`src/inc/ddrcp_pkg.sv`:
```
package ddrcp_pkg;
  // command codes {select_n, row_n, col_n, we_n}
  localparam logic [3:0] CMD_MRS   = 4'h0;
  localparam logic [3:0] CMD_REF   = 4'h1;
  localparam logic [3:0] CMD_PRE   = 4'h2;
  localparam logic [3:0] CMD_ACT   = 4'h3;
  localparam logic [3:0] CMD_WR    = 4'h4;
  localparam logic [3:0] CMD_RD    = 4'h5;
  localparam logic [3:0] CMD_ZQ    = 4'h6;
  localparam logic [3:0] CMD_NOP   = 4'h7;
  // address field positions
  localparam int AP_BIT      = 10;
  localparam int BC_BIT      = 12;
  localparam int TDQS_BIT    = 11;
  localparam int RTT_NOM_B0  = 2;
  localparam int RTT_NOM_B1  = 6;
  localparam int RTT_NOM_B2  = 9;
  localparam int RTT_WR_LO   = 9;
  localparam int RTT_WR_HI   = 10;
  localparam int COL_W       = 10;
  // mode register selectors on the bank inputs
  localparam logic [2:0] MR_SEL_1 = 3'h1;
  localparam logic [2:0] MR_SEL_2 = 3'h2;
  localparam logic [15:0] MR_RESET = 16'h0000;
  // timing
  localparam int CLK_PERIOD_NS = 40;
  localparam int TRFC_NS       = 160;
  localparam int TRFC_CYC      = (TRFC_NS + CLK_PERIOD_NS - 1) / CLK_PERIOD_NS;
  localparam int TREFI_HOT_NS  = 3900;
  localparam int TREFI_HOT_CYC = TREFI_HOT_NS / CLK_PERIOD_NS;
  // power states, one-hot
  typedef enum logic [3:0] {
    PS_RUN  = 4'b0001,
    PS_PPD  = 4'b0010,
    PS_APD  = 4'b0100,
    PS_SREF = 4'b1000
  } ddrcp_pwr_t;
endpackage

```
`src/verilog/ddrcp_wbuf.sv`:
```
`timescale 1ns/10ps
`default_nettype none
// two-entry buffer, holds two words while the sink stalls, then drops ready and takes no more
module ddrcp_wbuf #(
  parameter int W = 16
) (
  input  wire logic         core_clk_i,
  input  wire logic         rst_i,
  input  wire logic         in_valid_i,
  input  wire logic [W-1:0] in_data_i,
  output logic              in_ready_o,
  output logic              out_valid_o,
  output logic [W-1:0]      out_data_o,
  input  wire logic         out_ready_i
);
  logic [W-1:0] mem_reg [2];
  logic         wp_reg;
  logic         rp_reg;
  logic [1:0]   cnt_reg;
  wire          push = in_valid_i && in_ready_o;
  wire          pop  = out_valid_o && out_ready_i;

  ////////////////////////////////////////////////////////////////////////////
  // flags from the fill count
  assign in_ready_o  = (cnt_reg != 2'h2);
  assign out_valid_o = (cnt_reg != 2'h0);
  assign out_data_o  = mem_reg[rp_reg];

  // pointers and fill count
  always_ff @(posedge core_clk_i or posedge rst_i) begin
    if (rst_i) begin
      wp_reg  <= 1'b0;
      rp_reg  <= 1'b0;
      cnt_reg <= 2'h0;
    end else begin
      if (push) wp_reg <= ~wp_reg;
      if (pop) rp_reg <= ~rp_reg;
      cnt_reg <= cnt_reg + {1'b0, push} - {1'b0, pop};
    end
  end

  // data words need no reset
  always_ff @(posedge core_clk_i) begin
    if (push) mem_reg[wp_reg] <= in_data_i;
  end
endmodule // ddrcp_wbuf
`default_nettype wire

```
`src/verilog/ddrcp_core.sv`:
```
`timescale 1ns/10ps
`default_nettype none
module ddrcp_core
  import ddrcp_pkg::*;
#(
  parameter int ADDR_W = 15,
  parameter int BANK_W = 3,
  parameter int DQ_W   = 16,
  parameter int DM_W   = 2
) (
  input  wire logic              core_clk_i,
  input  wire logic              rst_i,
  input  wire logic              cke_i,
  input  wire logic              cs_n_i,
  input  wire logic              ras_n_i,
  input  wire logic              cas_n_i,
  input  wire logic              we_n_i,
  input  wire logic [BANK_W-1:0] ba_i,
  input  wire logic [ADDR_W-1:0] addr_i,
  input  wire logic              odt_i,
  input  wire logic              wr_beat_i,
  input  wire logic [DQ_W-1:0]   dq_i,
  input  wire logic [DM_W-1:0]   dm_i,
  output logic                   wbeat_ready_o,
  output logic                   wdata_valid_o,
  output logic [DQ_W-1:0]        wdata_o,
  input  wire logic              wdata_ready_i,
  input  wire logic              rd_valid_i,
  input  wire logic [DQ_W-1:0]   rd_data_i,
  output logic [DQ_W-1:0]        dq_o,
  output logic                   dq_oe_n_o,
  output logic                   dqs_t_o,
  output logic                   dqs_c_o,
  output logic                   dqs_oe_n_o,
  output logic                   cmd_act_o,
  output logic                   cmd_rd_o,
  output logic                   cmd_wr_o,
  output logic                   cmd_pre_o,
  output logic                   cmd_ref_o,
  output logic                   cmd_mrs_o,
  output logic [BANK_W-1:0]      cmd_bank_o,
  output logic [ADDR_W-1:0]      cmd_addr_o,
  output logic                   cmd_ap_o,
  output logic                   cmd_pre_all_o,
  output logic                   cmd_full_burst_o,
  output logic [7:0]             bank_open_o,
  output logic [3:0]             pwr_state_o,
  output logic                   odt_on_o,
  output logic                   tdqs_en_o,
  output logic                   trfc_err_o
);
  ////////////////////////////////////////////////////////////////////////////
  // elaboration checks
  if (BANK_W != 3) begin : g_bad_bank
    $error("bank width must be 3 for eight banks");
  end
  if (ADDR_W <= BC_BIT || DQ_W % DM_W != 0) begin : g_bad_width
    $error("address must hold bit twelve and data must split into mask lanes");
  end

  localparam int LANE_W = DQ_W / DM_W;

  function automatic logic [7:0] bank_bit(input logic [BANK_W-1:0] b);
    bank_bit = 8'h01 << b;
  endfunction

  ////////////////////////////////////////////////////////////////////////////
  // state
  ddrcp_pwr_t   pwr_reg;
  ddrcp_pwr_t   pwr_next;
  logic [7:0]   open_reg;
  logic [15:0]  mr1_reg;
  logic [15:0]  mr2_reg;
  logic [2:0]   cke_sync_reg;
  logic [3:0]   trfc_cnt_reg;
  logic         dqs_reg;

  ////////////////////////////////////////////////////////////////////////////
  // command decode, inputs taken at the rising edge
  wire [3:0] cmd_code = {cs_n_i, ras_n_i, cas_n_i, we_n_i};
  wire       run      = (pwr_reg == PS_RUN) && cke_i;
  wire       sel      = run && !cs_n_i;
  wire       is_act   = sel && (cmd_code == CMD_ACT);
  wire       is_rd    = sel && (cmd_code == CMD_RD);
  wire       is_wr    = sel && (cmd_code == CMD_WR);
  wire       is_pre   = sel && (cmd_code == CMD_PRE);
  wire       is_ref   = sel && (cmd_code == CMD_REF);
  wire       is_mrs   = sel && (cmd_code == CMD_MRS);
  wire       ap       = addr_i[AP_BIT];
  wire [7:0] bsel     = bank_bit(ba_i);
  wire       any_open = (open_reg != 8'h00);

  // bank state: activate opens, precharge closes one or all
  wire [7:0] open_set = is_act ? bsel : 8'h00;
  wire [7:0] open_clr = is_pre ? (ap ? 8'hff : bsel) :
                        ((is_rd || is_wr) && ap) ? bsel : 8'h00;
  wire [7:0] open_nxt = (open_reg & ~open_clr) | open_set;

  ////////////////////////////////////////////////////////////////////////////
  // power state
  wire cke_exit_sr = cke_sync_reg[1] && cke_sync_reg[2];
  // stale high stages from before entry would end self-refresh at once
  wire sr_enter    = (pwr_reg == PS_RUN) && (pwr_next == PS_SREF);

  always_comb begin
    pwr_next = pwr_reg;
    case (pwr_reg)
      PS_RUN: begin
        if (!cke_i) begin
          if (!cs_n_i && cmd_code == CMD_REF && !any_open) pwr_next = PS_SREF;
          else if (any_open) pwr_next = PS_APD;
          else pwr_next = PS_PPD;
        end
      end
      PS_PPD, PS_APD: begin
        if (cke_i) pwr_next = PS_RUN;
      end
      PS_SREF: begin
        if (cke_exit_sr) pwr_next = PS_RUN;
      end
      default: pwr_next = PS_RUN;
    endcase
  end

  // power state, banks, synchroniser for the self-refresh exit
  always_ff @(posedge core_clk_i or posedge rst_i) begin
    if (rst_i) begin
      pwr_reg      <= PS_RUN;
      open_reg     <= 8'h00;
      cke_sync_reg <= 3'h0;
    end else begin
      pwr_reg      <= pwr_next;
      open_reg     <= open_nxt;
      cke_sync_reg <= sr_enter ? 3'h0 : {cke_sync_reg[1:0], cke_i};
    end
  end

  ////////////////////////////////////////////////////////////////////////////
  // mode registers one and two captured on a mode set
  always_ff @(posedge core_clk_i or posedge rst_i) begin
    if (rst_i) begin
      mr1_reg <= MR_RESET;
      mr2_reg <= MR_RESET;
    end else if (is_mrs) begin
      if (ba_i == MR_SEL_1) mr1_reg <= 16'(addr_i);
      if (ba_i == MR_SEL_2) mr2_reg <= 16'(addr_i);
    end
  end

  // termination gating
  wire rtt_nom_on = mr1_reg[RTT_NOM_B0] | mr1_reg[RTT_NOM_B1] | mr1_reg[RTT_NOM_B2];
  wire rtt_wr_on  = mr2_reg[RTT_WR_LO] | mr2_reg[RTT_WR_HI];
  wire odt_live   = (pwr_reg != PS_SREF);

  always_ff @(posedge core_clk_i or posedge rst_i) begin
    if (rst_i) begin
      odt_on_o  <= 1'b0;
      tdqs_en_o <= 1'b0;
    end else begin
      odt_on_o  <= odt_i && odt_live && (rtt_nom_on || rtt_wr_on);
      tdqs_en_o <= mr1_reg[TDQS_BIT];
    end
  end

  ////////////////////////////////////////////////////////////////////////////
  // registered command outputs
  always_ff @(posedge core_clk_i or posedge rst_i) begin
    if (rst_i) begin
      cmd_act_o        <= 1'b0;
      cmd_rd_o         <= 1'b0;
      cmd_wr_o         <= 1'b0;
      cmd_pre_o        <= 1'b0;
      cmd_ref_o        <= 1'b0;
      cmd_mrs_o        <= 1'b0;
      cmd_bank_o       <= '0;
      cmd_addr_o       <= '0;
      cmd_ap_o         <= 1'b0;
      cmd_pre_all_o    <= 1'b0;
      cmd_full_burst_o <= 1'b1;
    end else begin
      cmd_act_o     <= is_act;
      cmd_rd_o      <= is_rd;
      cmd_wr_o      <= is_wr;
      cmd_pre_o     <= is_pre;
      cmd_ref_o     <= is_ref;
      cmd_mrs_o     <= is_mrs;
      if (sel) begin
        cmd_bank_o  <= ba_i;
        cmd_addr_o  <= (is_rd || is_wr) ? ADDR_W'(addr_i[COL_W-1:0]) : addr_i;
        cmd_ap_o    <= (is_rd || is_wr) && ap;
        cmd_pre_all_o <= is_pre && ap;
        cmd_full_burst_o <= !(is_rd || is_wr) || addr_i[BC_BIT];
      end
    end
  end

  assign bank_open_o = open_reg;
  assign pwr_state_o = pwr_reg;

  ////////////////////////////////////////////////////////////////////////////
  // refresh spacing watch, flags early refresh or activate
  always_ff @(posedge core_clk_i or posedge rst_i) begin
    if (rst_i) begin
      trfc_cnt_reg <= 4'h0;
      trfc_err_o   <= 1'b0;
    end else begin
      if (is_ref) trfc_cnt_reg <= 4'(TRFC_CYC - 1);
      else if (trfc_cnt_reg != 4'h0) trfc_cnt_reg <= trfc_cnt_reg - 4'h1;
      trfc_err_o <= (is_ref || is_act) && (trfc_cnt_reg != 4'h0);
    end
  end

  ////////////////////////////////////////////////////////////////////////////
  // write path: masked lanes replaced, fully masked beats dropped
  logic [DQ_W-1:0] beat_keep;
  always_comb begin
    beat_keep = '0;
    for (int i = 0; i < DM_W; i++) begin
      beat_keep[i*LANE_W +: LANE_W] = dm_i[i] ? '0 : dq_i[i*LANE_W +: LANE_W];
    end
  end
  wire beat_take = wr_beat_i && (pwr_reg == PS_RUN) && (dm_i != '1);

  ddrcp_wbuf #(.W(DQ_W)) u_wbuf (
    .core_clk_i  (core_clk_i),
    .rst_i       (rst_i),
    .in_valid_i  (beat_take),
    .in_data_i   (beat_keep),
    .in_ready_o  (wbeat_ready_o),
    .out_valid_o (wdata_valid_o),
    .out_data_o  (wdata_o),
    .out_ready_i (wdata_ready_i)
  );

  ////////////////////////////////////////////////////////////////////////////
  // read path: strobe toggles on the same edge as the data
  always_ff @(posedge core_clk_i or posedge rst_i) begin
    if (rst_i) begin
      dq_o       <= '0;
      dq_oe_n_o  <= 1'b1;
      dqs_reg    <= 1'b0;
      dqs_oe_n_o <= 1'b1;
    end else begin
      dq_oe_n_o  <= !rd_valid_i;
      dqs_oe_n_o <= !rd_valid_i;
      if (rd_valid_i) begin
        dq_o    <= rd_data_i;
        dqs_reg <= ~dqs_reg;
      end
    end
  end
  assign dqs_t_o = dqs_reg;
  assign dqs_c_o = ~dqs_reg;
endmodule // ddrcp_core
`default_nettype wire

```
`config.mk`:
```
export PLATFORM = sky130hd
export DESIGN_NAME = ddrcp_core
export DESIGN_NICKNAME = d
export VERILOG_FILES = /design/src/inc/ddrcp_pkg.sv /design/src/verilog/ddrcp_wbuf.sv /design/src/verilog/ddrcp_core.sv
export SDC_FILE = /design/constraint.sdc
export NUM_CORES = 1
export LEC_CHECK = 0
export ABC_AREA = 1
export BUFFER_PORTS_ARGS = -buffer_cell sky130_fd_sc_hd__buf_4
export CAP_MARGIN = 20
export CORE_MARGIN = 2
export CORE_UTILIZATION = 55
export CTS_CLUSTER_DIAMETER = 40
export DETAILED_ROUTE_END_ITERATION = 10
export PLACE_DENSITY_LB_ADDON = 0.08
export SLEW_MARGIN = 20
export SYNTH_ARGS = -nofsm -noshare
export SYNTH_HDL_FRONTEND = slang
export SYNTH_SLANG_ARGS = --single-unit
```
`constraint.sdc`:
```
create_clock -name core_clk_i -period 5.3 [get_ports core_clk_i]
set_input_delay 0.795 -clock core_clk_i [delete_from_list [all_inputs] [get_ports core_clk_i]]
set_output_delay 0.795 -clock core_clk_i [all_outputs]
set_load 0.03 [all_outputs]
```
Word level (Yosys, flattened, before mapping) --
Memories as Yosys holds them, arrays and structs flattened. Index checks and enable logic that the tools add are counted.
Storage, ports and cells: flip-flop bits (word level) 94, RAM bits 32, bits of input ports 63, output and inout port bits 80, word-level logic and storage cells 110, memories 1
Memory list:
- u_wbuf.mem_reg | depth 2, bits a word 16, rd ports 1, clocked after Yosys merged registers in 0, wr ports 1, line ddrcp_wbuf.sv:16 | logic [W-1:0] mem_reg [2];
Cells by class: add/sub/neg operators 3, equal/unequal tests 15, shift operators 1, muxes and demuxes 18, bitwise gates (word level) 9, reduce and logical (&&, ||, !) cells 37
Operator list (number):
- two-way mux 8 bit | 6
- two-way mux 4 bit | 6
- logical AND 1 bit | 21
- two-way mux 15 bit | 1
- == test 4 x 2 -> 1 bit, second input constant | 3
- == test 4 x 3 -> 1 bit, second input constant | 3
- one-hot mux 4 bit (3 select lines) | 1
- bitwise AND 8 bit | 1
- == test 4 x 1 -> 1 bit, second input constant | 2
- == test 4 bit, second input constant | 2
- NOT 8 bit | 1
- OR 8 bit | 1
- nonzero test 8 bit | 1
- << shifter 1 x 3 -> 8 bit, first input constant | 1
- two-way mux 3 bit | 2
- logical NOT 1 bit | 4
- logical NOT 4 bit | 1
- logical OR 1 bit | 4
- inequality test 2 bit, second input constant | 2
- inequality test 4 bit, second input constant | 1
- AND reduction 2 bit | 2
- nonzero test 2 bit | 2
- nonzero test 4 bit | 1
- subtractor 4 x 1 -> 4 bit, second input constant | 1
- other kinds (8) | 13

Depth between registers and ports, before layout --
Gate-level depths: netlist of the first run.
word-level depth 11, depth in mapped cells 9, depth with buffers taken out 8

Modules after synthesis --
A second synthesis of the first run with hierarchy kept.
Unflattened totals: cell total of the unflattened synthesis 503, area, all modules 4629.4 µm²
Modules (own cells, without submodules):
- ddrcp_core | times used 1, cells an instance 387, area an instance 3198.1 µm², seq. area each 1830.5 µm²
- ddrcp_wbuf | times used 1, cells an instance 116, area an instance 1431.4 µm², seq. area each 1061.0 µm²

Worst setup path before layout of the first run --
No wires, ideal clock.
path type input port to flip-flop, start input port dm_i[0], end memory u_wbuf.mem_reg[1][0] (enable), library setup time 389 ps, arrival time 2074 ps, required time 4911 ps, path slack 2837 ps, cell stages on the path 6, buffers on the path 1, path through clkbuf_1 -> nand2_1 -> nand3_1 -> nor2_1 -> inv_1 -> nor2_1
On the way: longest elaborated chain between the ends 5
Ends and longest elaborated chain:
- start: declaration | line ddrcp_core.sv:23 | input wire logic [DM_W-1:0] dm_i,
- inequality test 2 bit | line ddrcp_core.sv:222 | wire beat_take = wr_beat_i && (pwr_reg == PS_RUN) && (dm_i != '1);
- logical AND 1 bit | line ddrcp_core.sv:222
- logical AND 1 bit | line ddrcp_wbuf.sv:20 | wire push = in_valid_i && in_ready_o;
- net u_wbuf.push | line ddrcp_wbuf.sv:20
- two-way mux 1 bit | line ddrcp_wbuf.sv:44 | if (push) mem_reg[wp_reg] <= in_data_i;
- two-way mux 1 bit (implied by the code) | line ddrcp_wbuf.sv:44
- end: declaration | line ddrcp_wbuf.sv:16
The timed path passes the listed nets, and every way through them passes these cells.

Worst setup path after layout of the first run --
start register u_wbuf.rp_reg, end output port wdata_o[15]
On the way: longest elaborated chain between the ends 1
Ends and longest elaborated chain:
- start: declaration | line ddrcp_wbuf.sv:18 | logic rp_reg;
- start signal: assignment | line ddrcp_wbuf.sv:37 | if (pop) rp_reg <= ~rp_reg;
- memory (2 x 16 bit)
- end: declaration | line ddrcp_core.sv:26 | output logic [DQ_W-1:0] wdata_o,
Every way passes these cells.

==> results of run 1 <==
[logic make-up (layout without fill, tap and decap cells)]
family	after synthesis	after routing	share of synthesized area
fa+ha+maj	3	3	0.007931
simple gates	288	288	0.2717
xor+xnor	6	6	0.01110
compound gates	22	22	0.02723
flops	109	109	0.6109
buf+inv	79	221	0.07110
[layer usage]
metal	GRT usage	vias up	part of all wire
li1	-	1866	-
met1	0.3068	1714	0.42
met2	0.3803	156	0.49
met3	0.04697	15	0.075
met4	0.08559	0	0.017
met5	0	-	0
[cell usage in the layout (no fill, tap or decap), types with 2 or more instances in the layout]
| cell type | count |
|---|---|
| xor2_1 | 3 |
| clkinv_1 | 3 |
| ha_1 | 3 |
| o21ai_0 | 4 |
| buf_4 | 145 |
| edfxtp_1 | 32 |
| nand3_4 | 2 |
| nor3_2 | 2 |
| nor2_1 | 31 |
| nand4_1 | 9 |
| xnor2_1 | 3 |
| clkinv_4 | 2 |
| clkbuf_8 | 10 |
| nor2_2 | 2 |
| nand2_1 | 184 |
| o211ai_1 | 2 |
| dfrtp_1 | 74 |
| inv_1 | 52 |
| inv_2 | 4 |
| dfstp_2 | 3 |
| nor2_4 | 4 |
| nor3_1 | 5 |
| o21ai_1 | 13 |
| nand3_1 | 42 |
[worst max-delay path: stages (launching register included)]
cell	delay (ns)
dfrtp_1	0.70
clkinv_1	0.59
nand2_1	0.20
nand2_1	0.08
buf_4	0.17
[metrics by stage]
step / setup WS [ns] / hold WS [ns] / utilization / cells
after floorplan: 2.543 / 0.3540 / - / 507
after global placement: 2.899 / 0.3671 / 0.7041 / 738
after detailed placement: 2.755 / 0.3689 / 0.7041 / 738
after CTS: 2.341 / 0.3941 / 0.7292 / 754
after global routing: 2.148 / 0.4049 / 0.7292 / 754
final: 2.386 / 0.3932 / 0.7292 / 754
[power by group]
part / total, uW / internal, uW / switching (uW)
clock: 523 / 239 / 285
combinational: 1190 / 423 / 771
sequential: 1180 / 1060 / 120
[worst max-delay path by stage]
stage	startpoint	to	slack, ns
6_report	u_wbuf.rp_reg	wdata_o[15]	2.39
2_1_floorplan	rst_i	bank_open_o[0]	2.54
5_1_grt	u_wbuf.rp_reg	wdata_o[5]	2.15
3_5_place_dp	u_wbuf.rp_reg	wdata_o[15]	2.76
3_3_place_gp	u_wbuf.rp_reg	wdata_o[6]	2.90
4_1_cts	u_wbuf.rp_reg	wdata_o[15]	2.34
[final cells by class]
cell class	instances	area (sq um)
Clock buffer	11	141.4
Clock inverter	5	67.56
Fill cell	627	2247
Inverter	60	226.5
Multi-Input combinational cell	319	1505
Sequential cell	109	2892
Tap cell	105	131.4
Timing Repair Buffer	145	1089
==> summary.txt, run 1 <==
Ports: 143
Critical path peak fanout: 17
# nets final: 710
Max Slew Vio Count: 0
Row cnt: 33
CP Launch Type: register
Mapped Nets: 573
Final setup fails: 0
Worst Hold Path Cells: 0
CTS Hold Buffers Added: 0
Initial core utilization: 0.5703
Overall power: 2898 uW
Hold Startpoint: mr1_reg[11]
Dpl hpwl: 7.272 mm
First-pass GRT wire length: 17.69 mm
Synthesis-stage register bit count: 109
Reg-to-Reg End: cmd_addr_o[10]
GR Overflow Total: 0
Synth cell types: 36
Ant diodes: 0
WL final: 10.28 mm
CP Data Required Time: 4.51 ns
Clock Tree Buf Depth: 2
DRC: 0
H-tree depth: 3
# resized after CTS: 0
Vias in the first global route: 3811
GP Congestion: 0.8715
Clk root buf: clkbuf_8
RR Startpoint: pwr_state_o[0]
Slew Limit Headroom: 0.3682
Initial antenna violation count: 0
Top-area cell type share of the netlist area: 0.3912
Area Overhead vs Synth: 27.86%
R2R cell count: 8
Fin crit share: 0.5497
Top cells by area, synth: dfrtp_1 (39%), edfxtp_1 (20%), nand2_1 (15%), nand3_1 (4.4%), inv_1 (4.2%)
CORE AREA: 0.008299 sq mm
CP Capture Type: output port
Worst reg2reg setup slack: 3.41 ns
Count leader, synth: nand2_1
Vias/cell: 4.975
Clock skew: 0.01492 ns
Design Area, Final: 0.006052 sq mm
Top cell type by total area after synthesis: dfrtp_1
Netlist Area Pre-Place: 0.004733 sq mm
GRT Overall Usage: 0.2314
Clock-pin slew on the worst setup and hold paths: 0.11 ns
Ys Warns: 0
Largest net degree at the start of global routing: 78
Critical Path AT: 2.12 ns
Die X: 96.77 um
Syn avg cell area: 9.336 sq um
Max frequency: 343.2 MHz
Run status: complete, no violations
Die H: 96.77 um
RSZ-0062 raised after global routing: false
Sequential share of the synthesized area: 0.6109
Max-cap violations: 0
Max reg flops: 32
Clock sinks: 109
Hold EP: tdqs_en_o
Worst skew pair latency: 0.37 ns
Dpl cell area: 0.005843 sq mm
Hold Vio Cnt, Final: 0
DR pass1 iterations: 4
Share of layout cells above drive strength 1: 0.2851
1st-iter DRT viols: 158
Vias: 3751
Port Buffer Count: 142
Setup bufs post-CTS: 0
Period minus WS final: 2.914 ns
DIE AREA: 0.009364 sq mm
Wirelength per Cell: 13.63 um
Total negative slack: 0 ns
Top cells by count, synth: nand2_1 (184), dfrtp_1 (74), inv_1 (53)
Ys flop type: dfrtp_1
Worst slew pin tran: 0.9477 ns
Worst hold path class: reg -> reg
Number of buffers created by CTS: 9
Max VDD drop: 270.2 uV
Post-route antenna net violation count: 0
CTS tree: yes
Synthesized instance count: 507
Async SR Flop Fraction: 0.7064
Kind of critical path: reg -> out
Post-synth EDFFs: 32
Static leakage power: 0.003206 uW
PD cells: 478.9 mW/mm^2
Note: power is estimated with default switching activity, not from simulation.
==> run 2: changes to the inputs <==
ABC_AREA = 0   (was 1)
CORE_UTILIZATION = 51   (was 55)
clock period = 2.9 ns   (was 5.3 ns; I/O delays follow)
==> summary.txt, run 2 <==
Run status: complete, no violations
Max-cap violations: 0
DIE AREA: 0.009878 sq mm
CTS tree: yes
Initial antenna violation count: 0
CORE AREA: 0.008763 sq mm
Share of layout cells above drive strength 1: 0.4571
DR pass1 iterations: 4
Static leakage power: 0.002749 uW
# nets final: 551
# resized after CTS: 0
Wirelength per Cell: 16.60 um
Ant diodes: 0
WL final: 9.929 mm
Worst slew pin tran: 0.9951 ns
Dpl hpwl: 7.038 mm
Vias/cell: 5.321
Post-route antenna net violation count: 0
Worst hold path class: in -> async
Slew Limit Headroom: 0.3366
First-pass GRT wire length: 15.81 mm
Initial core utilization: 0.5296
Clock-pin slew on the worst setup and hold paths: 0.11 ns
Ys flop type: dfrtp_1
Most common cell after layout, fill and taps aside: buf_4
Met3 Use GR: 0.04146
Vias: 3182
Area of the multi-input gates: 0.001582 sq mm
PD cells: 728.9 mW/mm^2
Synthesized instance count: 348
Register area: 0.002892 sq mm
CTS Hold Buffers Added: 0
Mapped Nets: 414
Max reg flops: 32
Max Slew Vio Count: 0
Number of buffers created by CTS: 9
Post-synth EDFFs: 32
Worst path max stage delay: 0.62 ns
R2R cell count: 3
Port Buffer Count: 142
Clock Tree Buf Depth: 2
Final setup fails: 0
Critical path cell sequence: or4b_4 -> or2_1 -> mux2_4
Top-area cell type share of the netlist area: 0.3990
Global Route met1 Usage: 0.2819
Synth cell types: 48
Slowest-stage cell, CP: or2_1
CP Data Required Time: 3.15 ns
Hold Vio Cnt, Final: 0
Synthesis-stage register bit count: 109
Clock skew: 0.01176 ns
Met2 Usage GRT: 0.3280
Vias in the first global route: 3210
Worst skew pair latency: 0.36 ns
Die X: 99.39 um
Clk root buf: clkbuf_8
Async SR Flop Fraction: 0.7064
Count leader, synth: dfrtp_1
Critical Path AT: 2.62 ns
GR Overflow Total: 0
DRC: 0
Area Overhead vs Synth: 28.77%
Fill count: 676
Top cells by count, synth: dfrtp_1 (74), mux2_2 (42), edfxtp_1 (32)
CP Launch Type: register
Critical path peak fanout: 23
Min Hold Slack: 0.1956 ns
Die H: 99.39 um
Total negative slack: 0 ns
Ports: 143
Reg-to-Reg End: cmd_addr_o[5]
GRT Overall Usage: 0.2037
Commonest cells after routing, fill and taps aside: buf_4 (146), dfrtp_1 (74), mux2_2 (42)
Max frequency: 421.7 MHz
Netlist Area Pre-Place: 0.004641 sq mm
RSZ-0062 raised after global routing: false
Setup bufs post-CTS: 0
Largest net degree at the start of global routing: 45
Worst reg2reg setup slack: 0.53 ns
GP Congestion: 0.7468
Row cnt: 34
GRT Max-Usage Layer: met2
CP Capture Type: register
Top cells by area, synth: dfrtp_1 (40%), edfxtp_1 (21%), mux2_2 (10%), mux2_4 (2.9%), nor2b_1 (2.3%)
1st-iter DRT viols: 139
H-tree depth: 3
Sequential share of the synthesized area: 0.6231
Syn avg cell area: 13.34 sq um
Ys Warns: 0
Period minus WS final: 2.371 ns
Top cell type by total area after synthesis: dfrtp_1
Fin crit share: 0.8177
RR Startpoint: pwr_state_o[0]
Clock sinks: 109
Max VDD drop: 415.9 uV
Kind of critical path: reg -> reg
==> run 2: cell types whose count changed after synthesis, moves of 17 or more <==
cell     previous run  this run
mux2_2              0        42
nand2_1           184        14
nand3_1            42         3
nor2_1             31         9
inv_1              53        20
nor2b_1             0        17
==> run 2: through the flow <==
stage          area, sq um  instances    util  setup WS (ns)  total power (uW)
6_report              5976        598  0.6819         0.5287              4356
5_1_grt               5976        598  0.6819         0.4218              4567
4_1_cts               5976        598  0.6819         0.5040              4396
3_5_place_dp          5801        582  0.6619         0.5287              3572
3_3_place_gp          5801        582  0.6619         0.6181              3533
2_1_floorplan         4641        348       -         0.3975              3007
==> run 2: worst max-delay path by stage <==
stage	endpoint	from	slack (ns)
finish	cmd_addr_o[5]	pwr_state_o[0]	0.53
global route	cmd_addr_o[6]	pwr_state_o[0]	0.42
CTS	cmd_addr_o[5]	pwr_state_o[0]	0.50
detailed placement	cmd_addr_o[2]	pwr_state_o[0]	0.53
global placement	cmd_addr_o[1]	pwr_state_o[0]	0.62
floorplan	u_wbuf.mem_reg[0][0]	pwr_state_o[0]	0.40
==> run 2: layout make-up <==
class / count / share of cell area
clock inverters: 7 / 0.008585
repair buffers: 147 / 0.1868
clock buffers: 9 / 0.02073
well taps: 108 / 0.02261
inverters: 20 / 0.01277
flip-flops and latches: 109 / 0.4839
multi-input cells: 198 / 0.2647
==> run 2: layer usage <==
metal	share of wire	routed length [um]	vias up
li1	-	-	1522
met1	0.44	4375	1539
met2	0.49	4850	109
met3	0.057	561	12
met4	0.014	141	0
met5	0	0	-
==> run 2: cell families (layout without fill, tap and decap cells) <==
| group | Yosys count | count (layout) | synth area share |
|---|---|---|---|
| XOR/XNOR | 7 | 7 | 0.01321 |
| buffers and inverters | 41 | 183 | 0.03747 |
| adder cells (fa/ha/maj) | 3 | 3 | 0.008089 |
| AND/OR/NAND/NOR | 97 | 97 | 0.1302 |
| flip-flops | 109 | 109 | 0.6231 |
| AO/OA/AOI/OAI | 38 | 38 | 0.05257 |
| multiplexers | 53 | 53 | 0.1353 |
==> run 2: worst max-delay path, delay by kind of cell, from the launching register on <==
kind	cells	cell delay (ns)
AND/OR/NAND/NOR	2	1.19
flip-flops	1	0.61
multiplexers	1	0.44
==> run 2: where the power goes <==
group          switching [uW]  total [uW]  internal [uW]
Clock                     513         828            315
Sequential                178        2010           1830
Combinational             845        1520            677
